<file path="config.mk">
export PLATFORM = sky130hd
export DESIGN_NAME = mcr_router
export DESIGN_NICKNAME = d
export VERILOG_FILES = /design/src/rtl/mcr_pkg.sv /design/src/rtl/mcr_router.sv
export SDC_FILE = /design/constraint.sdc
export NUM_CORES = 1
export LEC_CHECK = 0
export BUFFER_PORTS_ARGS = -buffer_cell sky130_fd_sc_hd__clkbuf_2
export CAP_MARGIN = 30
export CORE_MARGIN = 2
export CORE_UTILIZATION = 45
export CTS_CLUSTER_SIZE = 12
export DETAILED_ROUTE_END_ITERATION = 8
export PLACE_DENSITY_LB_ADDON = 0.3
export SLEW_MARGIN = 30
export SYNTH_ARGS = -nofsm -noshare
export SYNTH_HDL_FRONTEND = slang
export SYNTH_SLANG_ARGS = --single-unit
export TNS_END_PERCENT = 30
</file>
<file path="constraint.sdc">
create_clock -name hclk -period 17.6 [get_ports hclk]
set_clock_uncertainty 0.05 [all_clocks]
set_input_delay 1.76 -clock hclk [delete_from_list [all_inputs] [get_ports hclk]]
set_output_delay 1.76 -clock hclk [all_outputs]
set_load 0.02 [all_outputs]
</file>
<file path="src/rtl/mcr_pkg.sv">
// constants and types shared by the midi control router
package mcr_pkg;
  // register byte offsets
  localparam logic [7:0] OFS_CTRL = 8'h00;
  localparam logic [7:0] OFS_RATE = 8'h04;
  localparam logic [7:0] OFS_SRCSEL = 8'h08;
  localparam logic [7:0] OFS_PROG = 8'h0C;
  localparam logic [7:0] OFS_STAT = 8'h10;
  localparam logic [7:0] OFS_DEST0 = 8'h14;
  localparam logic [7:0] OFS_DEST1 = 8'h18;
  localparam logic [7:0] OFS_NOISE = 8'h1C;
  // control register fields
  localparam int CTRL_CHAN_LSB = 0;
  localparam int CTRL_THRU_BIT = 5;
  localparam int CTRL_SYNC_BIT = 6;
  localparam int CTRL_DEST_BIT = 7;
  localparam int CTRL_NOTE_BIT = 8;
  localparam logic [4:0] CHAN_ALL = 5'h00;
  localparam logic [4:0] CHAN_MAX = 5'h10;
  // midi status codes
  localparam logic [3:0] ST_NOTE_ON = 4'h9;
  localparam logic [3:0] ST_CC = 4'hB;
  localparam logic [3:0] ST_PC = 4'hC;
  localparam logic [7:0] SYS_SYSEX = 8'hF0;
  localparam logic [7:0] SYS_RT_LO = 8'hF8;
  localparam logic [7:0] SYS_CLOCK = 8'hF8;
  // controller numbers
  localparam logic [6:0] CC_VIB = 7'h01;
  localparam logic [6:0] CC_MIX = 7'h02;
  localparam logic [6:0] CC_GLIDE = 7'h05;
  localparam logic [6:0] CC_DATA = 7'h06;
  localparam logic [6:0] CC_VOL = 7'h07;
  localparam logic [6:0] CC_CUT_A = 7'h0B;
  localparam logic [6:0] CC_SUS = 7'h40;
  localparam logic [6:0] CC_GON = 7'h41;
  localparam logic [6:0] CC_BYP = 7'h42;
  localparam logic [6:0] CC_PDEC = 7'h43;
  localparam logic [6:0] CC_BTOG = 7'h45;
  localparam logic [6:0] CC_CUT_B = 7'h4A;
  localparam logic [6:0] CC_NRPN_L = 7'h62;
  localparam logic [6:0] CC_NRPN_M = 7'h63;
  localparam logic [6:0] CC_ON_TH = 7'h40;
  localparam logic [3:0] SLOT_NONE = 4'hF;
  // default controller values
  localparam logic [6:0] DEF_VIB = 7'h00;
  localparam logic [6:0] DEF_MIX = 7'h7F;
  localparam logic [6:0] DEF_GLIDE = 7'h00;
  localparam logic [6:0] DEF_VOL = 7'h7F;
  localparam logic [6:0] DEF_CUT = 7'h40;
  localparam logic [6:0] DEF_SUS = 7'h00;
  localparam logic [6:0] DEF_GON = 7'h7F;
  // shared rate control range
  localparam logic [6:0] RATE_MIN = 7'h00;
  localparam logic [6:0] SYNC_STEP_LO = 7'h01;
  localparam logic [6:0] SYNC_STEP_HI = 7'h0C;
  localparam logic [15:0] LFSR_SEED = 16'hACE1;
  // tempo timing
  localparam int CLK_HZ = 40_000_000;
  localparam int CLKS_PER_QN = 24;
  localparam int BPM_MIN = 30;
  localparam int BPM_MAX = 480;
  localparam int BPM_DFLT = 120;
  localparam longint CYC_PER_MIN = longint'(CLK_HZ) * 64'd60;
  localparam int TICK_MIN_DEF = int'(CYC_PER_MIN / longint'(BPM_MAX * CLKS_PER_QN));
  localparam int TICK_MAX_DEF = int'(CYC_PER_MIN / longint'(BPM_MIN * CLKS_PER_QN));
  localparam int TICK_DFLT_DEF = int'(CYC_PER_MIN / longint'(BPM_DFLT * CLKS_PER_QN));
  localparam int CNT_W = 23;
  // parser states
  typedef enum logic [1:0] {RX_IDLE = 2'b00, RX_DATA = 2'b01, RX_SYSEX = 2'b10} mcr_rx_e;
  typedef struct packed {
    logic valid;
    logic [7:0] data;
  } mcr_byte_s;
endpackage

</file>
<file path="src/rtl/mcr_router.sv">
// midi control router: parser, thru filter, controller map, tempo, lfos and noise
module mcr_router #(
  parameter int TICK_CYC_MIN = mcr_pkg::TICK_MIN_DEF,
  parameter int TICK_CYC_MAX = mcr_pkg::TICK_MAX_DEF,
  parameter int TICK_CYC_DFLT = mcr_pkg::TICK_DFLT_DEF,
  parameter int CLK_TIMEOUT_CYC = 2 * mcr_pkg::TICK_MAX_DEF
) (
  // clock and reset
  input wire logic hclk,
  input wire logic hresetn,
  // ahb-lite slave
  input wire logic hsel,
  input wire logic [31:0] haddr,
  input wire logic [1:0] htrans,
  input wire logic hwrite,
  input wire logic [2:0] hsize,
  input wire logic [31:0] hwdata,
  input wire logic hready,
  output logic hreadyout,
  output logic [31:0] hrdata,
  output logic hresp,
  // midi byte streams
  input wire mcr_pkg::mcr_byte_s midi_in,
  output logic rx_ready,
  output mcr_pkg::mcr_byte_s midi_out,
  input wire logic tx_ready,
  // modulation sources
  output logic [7:0] white_noise,
  output logic [7:0] pink_noise,
  output logic [7:0] note_lfo_phase
);
  import mcr_pkg::*;

  function automatic logic [3:0] cc_slot(input logic [6:0] cc);
    case (cc)
      CC_VIB: cc_slot = 4'h0;
      CC_MIX: cc_slot = 4'h1;
      CC_GLIDE: cc_slot = 4'h2;
      CC_VOL: cc_slot = 4'h3;
      CC_CUT_A: cc_slot = 4'h4;
      CC_SUS: cc_slot = 4'h5;
      CC_GON: cc_slot = 4'h6;
      CC_BYP: cc_slot = 4'h7;
      CC_PDEC: cc_slot = 4'h8;
      CC_BTOG: cc_slot = 4'h9;
      CC_CUT_B: cc_slot = 4'hA;
      default: cc_slot = SLOT_NONE;
    endcase
  endfunction

  function automatic logic [6:0] clamp_step(input logic [6:0] v);
    if (v < SYNC_STEP_LO) begin
      clamp_step = SYNC_STEP_LO;
    end else if (v > SYNC_STEP_HI) begin
      clamp_step = SYNC_STEP_HI;
    end else begin
      clamp_step = v;
    end
  endfunction

  function automatic logic [6:0] note_ticks(input logic [3:0] idx);
    case (idx)
      4'h0: note_ticks = 7'h60;
      4'h1: note_ticks = 7'h30;
      4'h2: note_ticks = 7'h18;
      4'h3: note_ticks = 7'h0C;
      4'h4: note_ticks = 7'h06;
      4'h5: note_ticks = 7'h03;
      4'h6: note_ticks = 7'h10;
      4'h7: note_ticks = 7'h08;
      4'h8: note_ticks = 7'h09;
      4'h9: note_ticks = 7'h04;
      4'hA: note_ticks = 7'h24;
      default: note_ticks = 7'h12;
    endcase
  endfunction

  // ahb-lite slave, zero wait reads, one wait write
  logic hreadyout_ff, wr_pend_ff;
  logic [7:0] wr_addr_ff;
  logic [31:0] hrdata_ff, rd_data;
  logic ap_ok;
  assign ap_ok = hsel && htrans[1] && hready;
  always_ff @(posedge hclk or negedge hresetn) begin
    if (!hresetn) begin
      hreadyout_ff <= 1'b1;
      wr_pend_ff <= 1'b0;
      wr_addr_ff <= 8'h00;
      hrdata_ff <= 32'h00000000;
    end else begin
      hreadyout_ff <= 1'b1;
      wr_pend_ff <= 1'b0;
      if (ap_ok && hwrite) begin
        hreadyout_ff <= 1'b0;
        wr_pend_ff <= (haddr[31:8] == 24'h000000);
        wr_addr_ff <= haddr[7:0];
      end
      if (ap_ok && !hwrite) begin
        hrdata_ff <= (haddr[31:8] == 24'h000000) ? rd_data : 32'h00000000;
      end
    end
  end
  assign hreadyout = hreadyout_ff;
  assign hrdata = hrdata_ff;
  assign hresp = 1'b0;

  logic wr_ctrl, wr_rate, wr_src, wr_prog;
  assign wr_ctrl = wr_pend_ff && (wr_addr_ff == OFS_CTRL);
  assign wr_rate = wr_pend_ff && (wr_addr_ff == OFS_RATE);
  assign wr_src = wr_pend_ff && (wr_addr_ff == OFS_SRCSEL);
  assign wr_prog = wr_pend_ff && (wr_addr_ff == OFS_PROG);

  // global settings
  logic [4:0] chan_ff;
  logic thru_ff, sync_ff, dest_ff, notemode_ff, sync_tog;
  assign sync_tog = wr_ctrl && (hwdata[CTRL_SYNC_BIT] != sync_ff);
  always_ff @(posedge hclk or negedge hresetn) begin
    if (!hresetn) begin
      chan_ff <= CHAN_ALL;
      thru_ff <= 1'b0;
      sync_ff <= 1'b0;
      dest_ff <= 1'b0;
      notemode_ff <= 1'b0;
    end else if (wr_ctrl) begin
      chan_ff <= hwdata[CTRL_CHAN_LSB +: 5];
      thru_ff <= hwdata[CTRL_THRU_BIT];
      sync_ff <= hwdata[CTRL_SYNC_BIT];
      dest_ff <= hwdata[CTRL_DEST_BIT];
      notemode_ff <= hwdata[CTRL_NOTE_BIT];
    end
  end

  // shared rate control and pink cutoff
  logic [6:0] rate_ff, cut_ff, rate_eff, cut_eff;
  always_ff @(posedge hclk or negedge hresetn) begin
    if (!hresetn) begin
      rate_ff <= RATE_MIN;
      cut_ff <= RATE_MIN;
    end else if (sync_tog) begin
      rate_ff <= RATE_MIN;
      cut_ff <= RATE_MIN;
    end else if (wr_rate) begin
      rate_ff <= hwdata[6:0];
      if (!dest_ff) begin
        cut_ff <= hwdata[6:0];
      end
    end
  end
  assign rate_eff = sync_ff ? clamp_step(rate_ff) : rate_ff;
  assign cut_eff = sync_ff ? clamp_step(cut_ff) : cut_ff;

  // midi parser
  mcr_rx_e rx_st_ff;
  logic [7:0] run_st_ff, d1_ff, b;
  logic got_ff, byte_in, rt_evt, msg_done;
  logic [7:0] msg_st, msg_d1, msg_d2;
  logic [1:0] msg_len, need;
  assign b = midi_in.data;
  assign byte_in = midi_in.valid && rx_ready;
  assign rt_evt = byte_in && (b >= SYS_RT_LO);
  always_comb begin
    need = 2'd2;
    if (run_st_ff[7:4] == ST_PC || run_st_ff[7:4] == 4'hD) begin
      need = 2'd1;
    end else if (run_st_ff[7:4] == 4'hF) begin
      need = (run_st_ff[3:0] == 4'h2) ? 2'd2 : 2'd1;
    end
    msg_done = 1'b0;
    msg_st = run_st_ff;
    msg_d1 = b;
    msg_d2 = 8'h00;
    msg_len = need + 2'd1;
    if (byte_in && !rt_evt && b[7] && b[7:4] == 4'hF && b != SYS_SYSEX
        && b[3:0] != 4'h1 && b[3:0] != 4'h2 && b[3:0] != 4'h3 && b[3:0] != 4'h7) begin
      msg_done = 1'b1;
      msg_st = b;
      msg_len = 2'd1;
    end else if (byte_in && !b[7] && rx_st_ff == RX_DATA) begin
      msg_done = (need == 2'd1) || got_ff;
      msg_d1 = got_ff ? d1_ff : b;
      msg_d2 = b;
    end
  end
  always_ff @(posedge hclk or negedge hresetn) begin
    if (!hresetn) begin
      rx_st_ff <= RX_IDLE;
      run_st_ff <= 8'h00;
      d1_ff <= 8'h00;
      got_ff <= 1'b0;
    end else if (byte_in && !rt_evt) begin
      if (b == SYS_SYSEX) begin
        rx_st_ff <= RX_SYSEX;
      end else if (b[7] && !msg_done && b != 8'hF7) begin
        rx_st_ff <= RX_DATA;
        run_st_ff <= b;
        got_ff <= 1'b0;
      end else if (b[7]) begin
        rx_st_ff <= RX_IDLE;
      end else if (rx_st_ff == RX_DATA) begin
        got_ff <= !msg_done;
        d1_ff <= b;
        if (msg_done && run_st_ff[7:4] == 4'hF) begin
          rx_st_ff <= RX_IDLE;
        end
      end
    end
  end

  // message classification
  logic chan_ok, cc_hit, pc_rx, note_on_evt, fwd_ok, tick;
  logic [3:0] slot;
  assign chan_ok = (chan_ff == CHAN_ALL) || ({1'b0, msg_st[3:0]} == chan_ff - 5'd1);
  assign slot = cc_slot(msg_d1[6:0]);
  logic [10:0] ovr_ff;
  assign cc_hit = msg_done && chan_ok && msg_st[7:4] == ST_CC && slot != SLOT_NONE
                  && !ovr_ff[slot];
  assign pc_rx = msg_done && chan_ok && msg_st[7:4] == ST_PC;
  assign note_on_evt = msg_done && chan_ok && msg_st[7:4] == ST_NOTE_ON && msg_d2 != 8'h00;
  assign fwd_ok = thru_ff && !(msg_st[7:4] == ST_CC && (msg_d1[6:0] == CC_DATA
                  || msg_d1[6:0] == CC_NRPN_L || msg_d1[6:0] == CC_NRPN_M));
  assign tick = rt_evt && b == SYS_CLOCK;

  // default mapping overrides and program
  logic [6:0] prog_ff;
  logic pc_pend_ff, pc_load, cc_pdec, prog_evt, reload;
  logic [3:0] src_slot;
  assign src_slot = cc_slot(hwdata[6:0]);
  assign cc_pdec = cc_hit && slot == 4'h8;
  assign prog_evt = wr_prog || cc_pdec || pc_rx;
  assign reload = prog_evt || wr_src;
  always_ff @(posedge hclk or negedge hresetn) begin
    if (!hresetn) begin
      ovr_ff <= 11'h000;
    end else if (wr_src && src_slot != SLOT_NONE) begin
      ovr_ff[src_slot] <= 1'b1;
    end
  end
  always_ff @(posedge hclk or negedge hresetn) begin
    if (!hresetn) begin
      prog_ff <= 7'h00;
      pc_pend_ff <= 1'b0;
    end else begin
      pc_pend_ff <= (pc_pend_ff && !pc_load) || wr_prog || cc_pdec;
      if (wr_prog) begin
        prog_ff <= hwdata[6:0];
      end else if (cc_pdec) begin
        prog_ff <= prog_ff - 7'd1;
      end else if (pc_rx) begin
        prog_ff <= msg_d1[6:0];
      end
    end
  end

  // controller destinations
  logic [6:0] vib_ff, mix_ff, glide_ff, vol_ff, fcut_ff, sus_ff, gon_ff;
  logic byp_ff;
  always_ff @(posedge hclk or negedge hresetn) begin
    if (!hresetn) begin
      vib_ff <= DEF_VIB;
      mix_ff <= DEF_MIX;
      glide_ff <= DEF_GLIDE;
      vol_ff <= DEF_VOL;
      fcut_ff <= DEF_CUT;
      sus_ff <= DEF_SUS;
      gon_ff <= DEF_GON;
      byp_ff <= 1'b0;
    end else if (reload) begin
      vib_ff <= DEF_VIB;
      mix_ff <= DEF_MIX;
      glide_ff <= DEF_GLIDE;
      vol_ff <= DEF_VOL;
      fcut_ff <= DEF_CUT;
      sus_ff <= DEF_SUS;
      gon_ff <= DEF_GON;
    end else if (cc_hit) begin
      case (slot)
        4'h0: vib_ff <= msg_d2[6:0];
        4'h1: mix_ff <= msg_d2[6:0];
        4'h2: glide_ff <= msg_d2[6:0];
        4'h3: vol_ff <= msg_d2[6:0];
        4'h4, 4'hA: fcut_ff <= msg_d2[6:0];
        4'h5: sus_ff <= msg_d2[6:0];
        4'h6: gon_ff <= msg_d2[6:0];
        4'h7: byp_ff <= (msg_d2[6:0] >= CC_ON_TH);
        4'h9: byp_ff <= byp_ff ^ (msg_d2[6:0] >= CC_ON_TH);
        default: byp_ff <= byp_ff;
      endcase
    end else if (note_on_evt && notemode_ff) begin
      fcut_ff <= msg_d2[6:0];
    end
  end

  // output emitter
  logic [2:0][7:0] em_q_ff;
  logic [1:0] em_n_ff, em_n_nxt;
  mcr_byte_s out_ff;
  logic rx_ready_ff, ld_msg, ld_rt;
  logic [3:0] tx_ch;
  assign tx_ch = (chan_ff == CHAN_ALL) ? 4'h0 : 4'(chan_ff - 5'd1);
  assign ld_msg = msg_done && fwd_ok;
  assign ld_rt = rt_evt && thru_ff;
  assign pc_load = pc_pend_ff && em_n_ff == 2'd0 && !ld_msg && !ld_rt;
  always_comb begin
    em_n_nxt = em_n_ff;
    if (ld_msg) begin
      em_n_nxt = msg_len;
    end else if (ld_rt) begin
      em_n_nxt = 2'd1;
    end else if (pc_load) begin
      em_n_nxt = 2'd2;
    end else if (em_n_ff != 2'd0 && (!out_ff.valid || tx_ready)) begin
      em_n_nxt = em_n_ff - 2'd1;
    end
  end
  always_ff @(posedge hclk or negedge hresetn) begin
    if (!hresetn) begin
      em_q_ff <= '0;
      em_n_ff <= 2'd0;
      out_ff <= '0;
      rx_ready_ff <= 1'b0;
    end else begin
      em_n_ff <= em_n_nxt;
      rx_ready_ff <= (em_n_nxt == 2'd0);
      if (ld_msg) begin
        em_q_ff <= {msg_d2, msg_d1, msg_st};
      end else if (ld_rt) begin
        em_q_ff <= {16'h0000, b};
      end else if (pc_load) begin
        em_q_ff <= {8'h00, 1'b0, prog_ff, ST_PC, tx_ch};
      end else if (em_n_ff != 2'd0 && (!out_ff.valid || tx_ready)) begin
        em_q_ff <= {8'h00, em_q_ff[2], em_q_ff[1]};
      end
      if (!out_ff.valid || tx_ready) begin
        out_ff.valid <= (em_n_ff != 2'd0) && !pc_load;
        out_ff.data <= em_q_ff[0];
      end
    end
  end
  assign rx_ready = rx_ready_ff;
  assign midi_out = out_ff;

  // tempo measurement
  logic [CNT_W-1:0] gap_ff, period_ff, gap_inc;
  logic present_ff;
  assign gap_inc = gap_ff + 1'b1;
  always_ff @(posedge hclk or negedge hresetn) begin
    if (!hresetn) begin
      gap_ff <= '0;
      period_ff <= CNT_W'(TICK_CYC_DFLT);
      present_ff <= 1'b0;
    end else begin
      if (tick) begin
        gap_ff <= '0;
        present_ff <= 1'b1;
        if (present_ff) begin
          period_ff <= (gap_inc < CNT_W'(TICK_CYC_MIN)) ? CNT_W'(TICK_CYC_MIN) :
                       (gap_inc > CNT_W'(TICK_CYC_MAX)) ? CNT_W'(TICK_CYC_MAX) : gap_inc;
        end
      end else begin
        if (gap_ff != CNT_W'(CLK_TIMEOUT_CYC)) begin
          gap_ff <= gap_inc;
        end else begin
          present_ff <= 1'b0;
        end
        if (prog_evt && !present_ff && sync_ff) begin
          period_ff <= CNT_W'(TICK_CYC_DFLT);
        end
      end
    end
  end

  // note synchronised lfo, free or tempo locked
  logic [CNT_W-1:0] sc_cyc_ff;
  logic [6:0] sc_tick_ff;
  logic [23:0] nr_acc_ff;
  logic [3:0] nl_idx;
  assign nl_idx = 4'(rate_eff - SYNC_STEP_LO);
  always_ff @(posedge hclk or negedge hresetn) begin
    if (!hresetn) begin
      sc_cyc_ff <= '0;
      sc_tick_ff <= 7'h00;
      nr_acc_ff <= 24'h000000;
    end else if (note_on_evt) begin
      sc_cyc_ff <= '0;
      sc_tick_ff <= 7'h00;
      nr_acc_ff <= 24'h000000;
    end else begin
      nr_acc_ff <= nr_acc_ff + {17'h00000, rate_eff} + 24'h000001;
      if (sc_cyc_ff >= period_ff - 1'b1) begin
        sc_cyc_ff <= '0;
        sc_tick_ff <= (sc_tick_ff >= note_ticks(nl_idx) - 7'd1) ? 7'h00 : sc_tick_ff + 7'd1;
      end else begin
        sc_cyc_ff <= sc_cyc_ff + 1'b1;
      end
    end
  end

  // fast free lfo, white and pink noise
  logic [24:0] ff_sum;
  logic [23:0] ff_acc_ff;
  logic [15:0] lfsr_ff;
  logic [7:0] white_ff, pink_ff, phase_ff;
  logic signed [17:0] pink_step;
  assign ff_sum = {1'b0, ff_acc_ff} + {15'h0000, {1'b0, rate_eff} + 8'h01, 2'b00};
  assign pink_step = ($signed({10'h000, white_ff}) - $signed({10'h000, pink_ff}))
                     * $signed({10'h000, 1'b0, cut_eff} + 18'sd1) >>> 7;
  always_ff @(posedge hclk or negedge hresetn) begin
    if (!hresetn) begin
      ff_acc_ff <= 24'h000000;
      lfsr_ff <= LFSR_SEED;
      white_ff <= 8'h00;
      pink_ff <= 8'h00;
      phase_ff <= 8'h00;
    end else begin
      ff_acc_ff <= ff_sum[23:0];
      lfsr_ff <= {lfsr_ff[14:0], lfsr_ff[15] ^ lfsr_ff[13] ^ lfsr_ff[12] ^ lfsr_ff[10]};
      phase_ff <= sync_ff ? {1'b0, sc_tick_ff} : nr_acc_ff[23:16];
      if (ff_sum[24]) begin
        white_ff <= lfsr_ff[7:0];
        pink_ff <= 8'(18'($signed({10'h000, pink_ff}) + pink_step));
      end
    end
  end
  assign white_noise = white_ff;
  assign pink_noise = pink_ff;
  assign note_lfo_phase = phase_ff;

  // register read mux
  always_comb begin
    case (haddr[7:0])
      OFS_CTRL: rd_data = {23'h0, notemode_ff, dest_ff, sync_ff, thru_ff, chan_ff};
      OFS_RATE: rd_data = {17'h0, cut_ff, 1'b0, rate_ff};
      OFS_SRCSEL: rd_data = {21'h0, ovr_ff};
      OFS_PROG: rd_data = {25'h0, prog_ff};
      OFS_STAT: rd_data = {1'b0, prog_ff, present_ff, period_ff};
      OFS_DEST0: rd_data = {1'b0, fcut_ff, 1'b0, vol_ff, 1'b0, glide_ff, 1'b0, vib_ff};
      OFS_DEST1: rd_data = {7'h0, byp_ff, 1'b0, gon_ff, 1'b0, sus_ff, 1'b0, mix_ff};
      OFS_NOISE: rd_data = {8'h0, phase_ff, pink_ff, white_ff};
      default: rd_data = 32'h00000000;
    endcase
  end
endmodule

</file>
== Word level (Yosys, flattened, before mapping) ==
Memories as Yosys holds them, arrays and structs flattened.
Cells that the tools add are included.
W data, S select, Z words.
Storage, ports and cells
  memory bits (read-only): 112
  memories: 1
  output and inout bits: 68
  bits in registers: 353
  input bits: 84
  logic and storage cells: 364
Cells by class
  reduce and logical (&&, ||, !) cells: 112
  $mul: 1
  magnitude comparators: 13
  $add $sub $neg: 17
  bitwise operators: 9
  equal/unequal tests: 73
  muxes and demuxes: 94
Memories
  (no name shown): words 16, bits a word 7, rd ports 1, clocked after Yosys merged registers in 0, write ports 0, line mcr_router.sv:62  | case (idx)
Operators by type and width (number)
  $mux W7: 41
  $pmux W31 S8: 1
  $mux W23: 9
  $mux W24: 5
  $eq A7 B7 Y1 const B: 14
  $pmux W4 S11: 2
  $mux W8: 7
  $logic_and A1 B1 Y1: 48
  $add A23 B1 Y23 const B: 2
  $eq A4 B4 Y1 const B: 10
  $eq A7 B3 Y1 const B: 5
  $eq A8 B4 Y1 const B: 4
  $eq A8 B5 Y1 const B: 4
  $mux W32: 1
  $reduce_bool A2 Y1: 14
  $mux W2: 13
  $add A24 B10 Y25: 1
  $add A24 B1 Y24 const B: 1
  $add A24 B7 Y24: 1
  $logic_not A24 Y1: 1
  $ge A23 B23 Y1: 1
  $gt A23 B22 Y1 const B: 1
  $lt A23 B18 Y1 const B: 1
  $ne A23 B23 Y1 const B: 1
  59 further kinds: 131

== Logic depth before layout (Yosys ltp) ==
  word-level depth: 26
  gate-level depth with buffers: 36
  gate-level depth less buffers: 34

== Worst setup path before layout ==
OpenSTA, ideal clock, no wires.
  path type: register -> register
  start: register pink_ff[0], in the netlist pink_noise[0]
  end: register pink_ff[7], in the netlist pink_noise[7]
  cell stages (with the launch flop): 31
  setup time: 0.080 ns
  clock period less this slack: 7.412 ns
  buffers on the path: 0
  data required time: 17.470 ns
  data arrival time: 7.281 ns
  slack: 10.188 ns
  cell sequence: dfrtp_1 ha_1 inv_1 fa_1 a21o_1 a2111o_1 a21o_1 a21oi_1 nand2_1 fa_1 inv_1 fa_1 fa_1 inv_1 fa_1 inv_1 ha_1 or3_1 o21ai_0 nor2_1 and2_1 nor2_1 xnor2_1 ha_1 nor2b_1 o21a_1 o41ai_1 xnor3_1 xnor2_1 mux2i_1 xnor2_1
Between the ends
  cells in the longest elaborated chain, start to end: 3
RTL lines
  from (decl): line mcr_router.sv:402  | logic [7:0] white_ff, pink_ff, phase_ff;
  from (signal assigned): line mcr_router.sv:420  | pink_ff <= 8'(18'($signed({10'h000, pink_ff}) + pink_step));
  $sub A8 B8 Y9: line mcr_router.sv:405  | assign pink_step = ($signed({10'h000, white_ff}) - $signed({10'h000, pink_ff}))
  $mul A9 B9 Y15: line mcr_router.sv:406  | * $signed({10'h000, 1'b0, cut_eff} + 18'sd1) >>> 7;
  $add A8 B8 Y8 *: line mcr_router.sv:420
Every way passes the cells marked *; elsewhere a longest branch is shown, timed or not.
A chain may end at the register's enable or synchronous reset.

== Worst setup path after layout ==
  start: register sync_ff
  end: register pink_ff[7], in the netlist pink_noise[7]
Between the ends
  cells in the longest elaborated chain, start to end: 4
  elaborated cells on any way between the ends: 7
  those cells by class: add/sub: 4; mul: 1; mux: 2
RTL lines
  from (decl): line mcr_router.sv:115  | logic thru_ff, sync_ff, dest_ff, notemode_ff, sync_tog;
  from (signal assigned): line mcr_router.sv:127  | sync_ff <= hwdata[CTRL_SYNC_BIT];
  $mux W7: line mcr_router.sv:150  | assign cut_eff = sync_ff ? clamp_step(cut_ff) : cut_ff;
  $add A7 B1 Y8: line mcr_router.sv:406
  $mul A9 B9 Y15: line mcr_router.sv:406
  $add A8 B8 Y8: line mcr_router.sv:420
Several ways; a longest one is shown, not always the timed one.

==> results.json <==
{
  "post-place-ws_ns": 9.16,
  "worst_setup_path_category": "flop to flop",
  "timing.critical_path.from_type": "flop",
  "peakVddDrop_mv": 0.0834,
  "synth.lib_cells_used.distinct": 95,
  "die-height_um": 229,
  "max_freq_mhz": 116,
  "cp_max_fanout": 39,
  "setup_tns_ns": 0,
  "total_switching_power_w": 0.000817,
  "cts.sinks": 350,
  "share_comb_of_total_power": 0.221,
  "vias_per_cell": 5.88,
  "horiz_die_dim_um": 229,
  "worst-slew-pin-transition_ns": 1.02,
  "fillers": 4622,
  "synthesized_cell_area_um2": 22700,
  "synthCells": 2449,
  "numCtsBuffers": 41,
  "grt_start_max_net_pins": 163,
  "status": "complete, no violations",
  "power.clock.fraction": 0.356,
  "place.gp.congestion": 0.917,
  "synthTopCellsByArea": "sky130_fd_sc_hd__dfrtp_1 (34%), sky130_fd_sc_hd__ha_1 (5.6%), sky130_fd_sc_hd__dfstp_2 (5.0%), sky130_fd_sc_hd__fa_1 (4.8%), sky130_fd_sc_hd__nand2_1 (4.4%)",
  "grt_pass1_vias": 18767,
  "finalMaxSlewViolations": 0,
  "post_cts_buffers": 0,
  "ctsHoldBuffers": 0,
  "setup_viol": 0,
  "ys_ff_latch": 350,
  "cp.arrival_ns": 9.03,
  "floorplan.die_area_um2": 52300,
  "drt-total-wl_mm": 66.3,
  "sequentialPowerShare": 0.423,
  "grt_antenna_before_repair": 3,
  "synth_largest_type_area_fraction": 0.338,
  "cts_resized": 0,
  "sequential_cell_area_um2": 8810,
  "sw_frac_of_total": 0.326,
  "start_util": 0.454,
  "period_needed_ns": 8.59,
  "globalRoute.busiestLayer": "met2",
  "grt.met2_usage": 0.403,
  "grt_first_pass_wirelength_mm": 106,
  "grt.overflow.total": 0,
  "routedWlPerCell_um": 20.6,
  "use_met3": 0.0497,
  "clock-root-buffer": "sky130_fd_sc_hd__clkbuf_16",
  "clock_latency_reported_for_the_late_side_of_the_worst_skew_pair_ns": 0.58,
  "timing.max_slew.rel_slack": 0.313,
  "critPathRequiredTime_ns": 18.04,
  "synth_seq_area_share": 0.388,
  "crit_path_top_delay_cell": "sky130_fd_sc_hd__xnor2_1",
  "detail_route.drc_violations": 0,
  "asyncSetResetFlopFracSynth": 1.00,
  "post-synth-top-area-cell": "sky130_fd_sc_hd__dfrtp_1",
  "groute.layer.met1.usage": 0.349,
  "setup_repair_after_global_routing_missed_its_margin": "false",
  "areaGrowthSynthToFinish_pct": 11.7,
  "first_pass_iters": 6,
  "p_total_w": 0.00250,
  "ys.warnings.count": 0,
  "core_um2": 50000,
  "drive_above_1_share": 0.141,
  "cellPowerDensity_nw_per_um2": 98.7,
  "dp_hpwl_mm": 48.7,
  "p_int_w": 0.00169,
  "clkSlewWorstSetupHoldPaths_ns": 0.06,
  "syn_area_per_cell_um2": 9.27,
  "global_route_total_usage_across_every_layer": 0.254,
  "final_nets": 2760,
  "design.portCount": 152,
  "floorplan.rows": 82,
  "crit_path_frequent_cell": "sky130_fd_sc_hd__inv_1",
  "top_reg_cell_synth": "sky130_fd_sc_hd__dfrtp_1",
  "dr.first_iter.drc_count": 1658,
  "part_of_the_cycle_the_worst_path_needs": 0.488,
  "routed-via-count": 18942,
  "finalHoldViolCount": 0,
  "end_kind": "flop",
  "cts-htree-levels": 2,
  "min_delay_path_depth": 0,
  "area_occupied_by_multi_input_gates_um2": 12900,
  "p_leak_nw": 11.5,
  "slowest_stage_delay_cp_ns": 0.70,
  "maximum_number_of_buffers_from_clock_root_to_sink": 3,
  "ff2ff_path_depth": 32,
  "cts_tree": "done",
  "placement.io_buffers": 122,
  "synth-edff-count": 0,
  "antenna_left": 0,
  "worst_slack_ns": 9.01,
  "min_path_type": "flop to flop",
  "cap_violations": 0
}
critical path, delay by kind of cell (launching register included):
kind	cells	cell delay, ns
AND/OR/NAND/NOR	7	1.58
XOR/XNOR	5	1.55
AO/OA/AOI/OAI	6	1.52
buffers and inverters	6	0.57
multiplexers	1	0.24
flip-flops	1	0.37
adder cells (fa/ha/maj)	7	2.62
routing by layer:
metal,part of all wire,wire (um)
met4,0.032,2100
met3,0.081,5350
met2,0.46,30200
met1,0.43,28600
met5,0.00021,14
worst paths after layout:
kind / startpoint / end / slack [ns]
hold reg to reg: lfsr_ff[9] / lfsr_ff[10] / 0.30
setup / recovery: sync_ff / pink_noise[7] / 9.01
max in group asynchronous: hresetn / hrdata[4] / 14.88
min in group asynchronous: hresetn / gap_ff[7] / 1.05
setup reg to reg: sync_ff / pink_noise[7] / 9.01
hold / removal: lfsr_ff[9] / lfsr_ff[10] / 0.30
cells by family after synthesis:
kind of cell / share of synthesized area
other cells: 0.000165
simple gates: 0.196
compound gates: 0.140
buf+inv: 0.0459
xor+xnor: 0.0692
fa+ha+maj: 0.103
mux: 0.0572
flops: 0.388
stage by stage:
| step | util | cells | area, um^2 | hold slack [ns] |
|---|---|---|---|---|
| 2_1_floorplan | - | 2450 | 22700 | 0.281 |
| 3_3_place_gp | 0.478 | 3148 | 23900 | 0.285 |
| 3_5_place_dp | 0.478 | 3148 | 23900 | 0.291 |
| 4_1_cts | 0.506 | 3220 | 25300 | 0.304 |
| 5_1_grt | 0.507 | 3222 | 25400 | 0.320 |
| 6_report | 0.507 | 3223 | 25400 | 0.303 |
registers in the layout (all words and copies together), names as in the netlist, 9 cells and up:
signal / flops
sc_cyc_ff: 23
period_ff: 23
em_q_ff: 24
hrdata: 31
ovr_ff: 11
lfsr_ff: 16
ff_acc_ff: 22
midi_out: 9
nr_acc_ff: 24
gap_ff: 23
cells in the final DEF (no fill, tap or decap), types with 69 or more instances in the layout:
master / synthesis / routed
sky130_fd_sc_hd__ha_1: 101 / 101
sky130_fd_sc_hd__nor3_1: 73 / 69
sky130_fd_sc_hd__dfrtp_1: 307 / 307
sky130_fd_sc_hd__inv_1: 145 / 145
sky130_fd_sc_hd__xnor2_1: 109 / 109
sky130_fd_sc_hd__nand2_1: 264 / 264
sky130_fd_sc_hd__clkbuf_2: 0 / 121
sky130_fd_sc_hd__a21oi_1: 82 / 82
sky130_fd_sc_hd__o21ai_0: 109 / 109
sky130_fd_sc_hd__nor2_1: 263 / 261
final cells by class:
cell class / instances / area share
tap: 672 / 0.0332
timing repair buffer: 145 / 0.0334
sequential: 350 / 0.348
antenna: 1 / 0.0000987
clock inverter: 19 / 0.00967
inverter: 146 / 0.0216
multi-input combinational: 1837 / 0.509
clock buffer: 53 / 0.0451
synth_stat cells, drive strengths merged (6+ instances only):
| library cell | instances |
|---|---|
| nor4 | 31 |
| or3 | 23 |
| nand4 | 38 |
| xnor2 | 109 |
| inv | 145 |
| dfstp | 43 |
| a31oi | 23 |
| buf | 39 |
| nor2b | 30 |
| a221o | 8 |
| dfrtp | 307 |
| and4 | 6 |
| mux2 | 56 |
| nand2 | 266 |
| o21ai | 111 |
| clkbuf | 78 |
| nor3 | 74 |
| o31ai | 13 |
| ha | 101 |
| fa | 54 |
| o211ai | 13 |
| a21oi | 82 |
| a22o | 16 |
| or2 | 9 |
| nand4b | 8 |
| xor2 | 65 |
| and2 | 15 |
| nor3b | 14 |
| mux2i | 66 |
| nor2 | 264 |
| nand3 | 66 |
| a211oi | 13 |
| or4 | 11 |
| nand2b | 18 |
| a21boi | 8 |
| a221oi | 24 |
| and3 | 21 |
| nand3b | 6 |
| a22oi | 35 |
| a21o | 49 |
power by group through the flow:
stage / Clock (W) / Sequential [W] / Combinational (W)
after floorplan: 0 / 0.00101 / 0.000433
after CTS: 0.000910 / 0.00105 / 0.000552
after global placement: 0 / 0.00106 / 0.000528
final: 0.000892 / 0.00106 / 0.000553
after global routing: 0.000940 / 0.00107 / 0.000619
after detailed placement: 0 / 0.00107 / 0.000548
No activity file was read; power rests on OpenSTA's default activity.
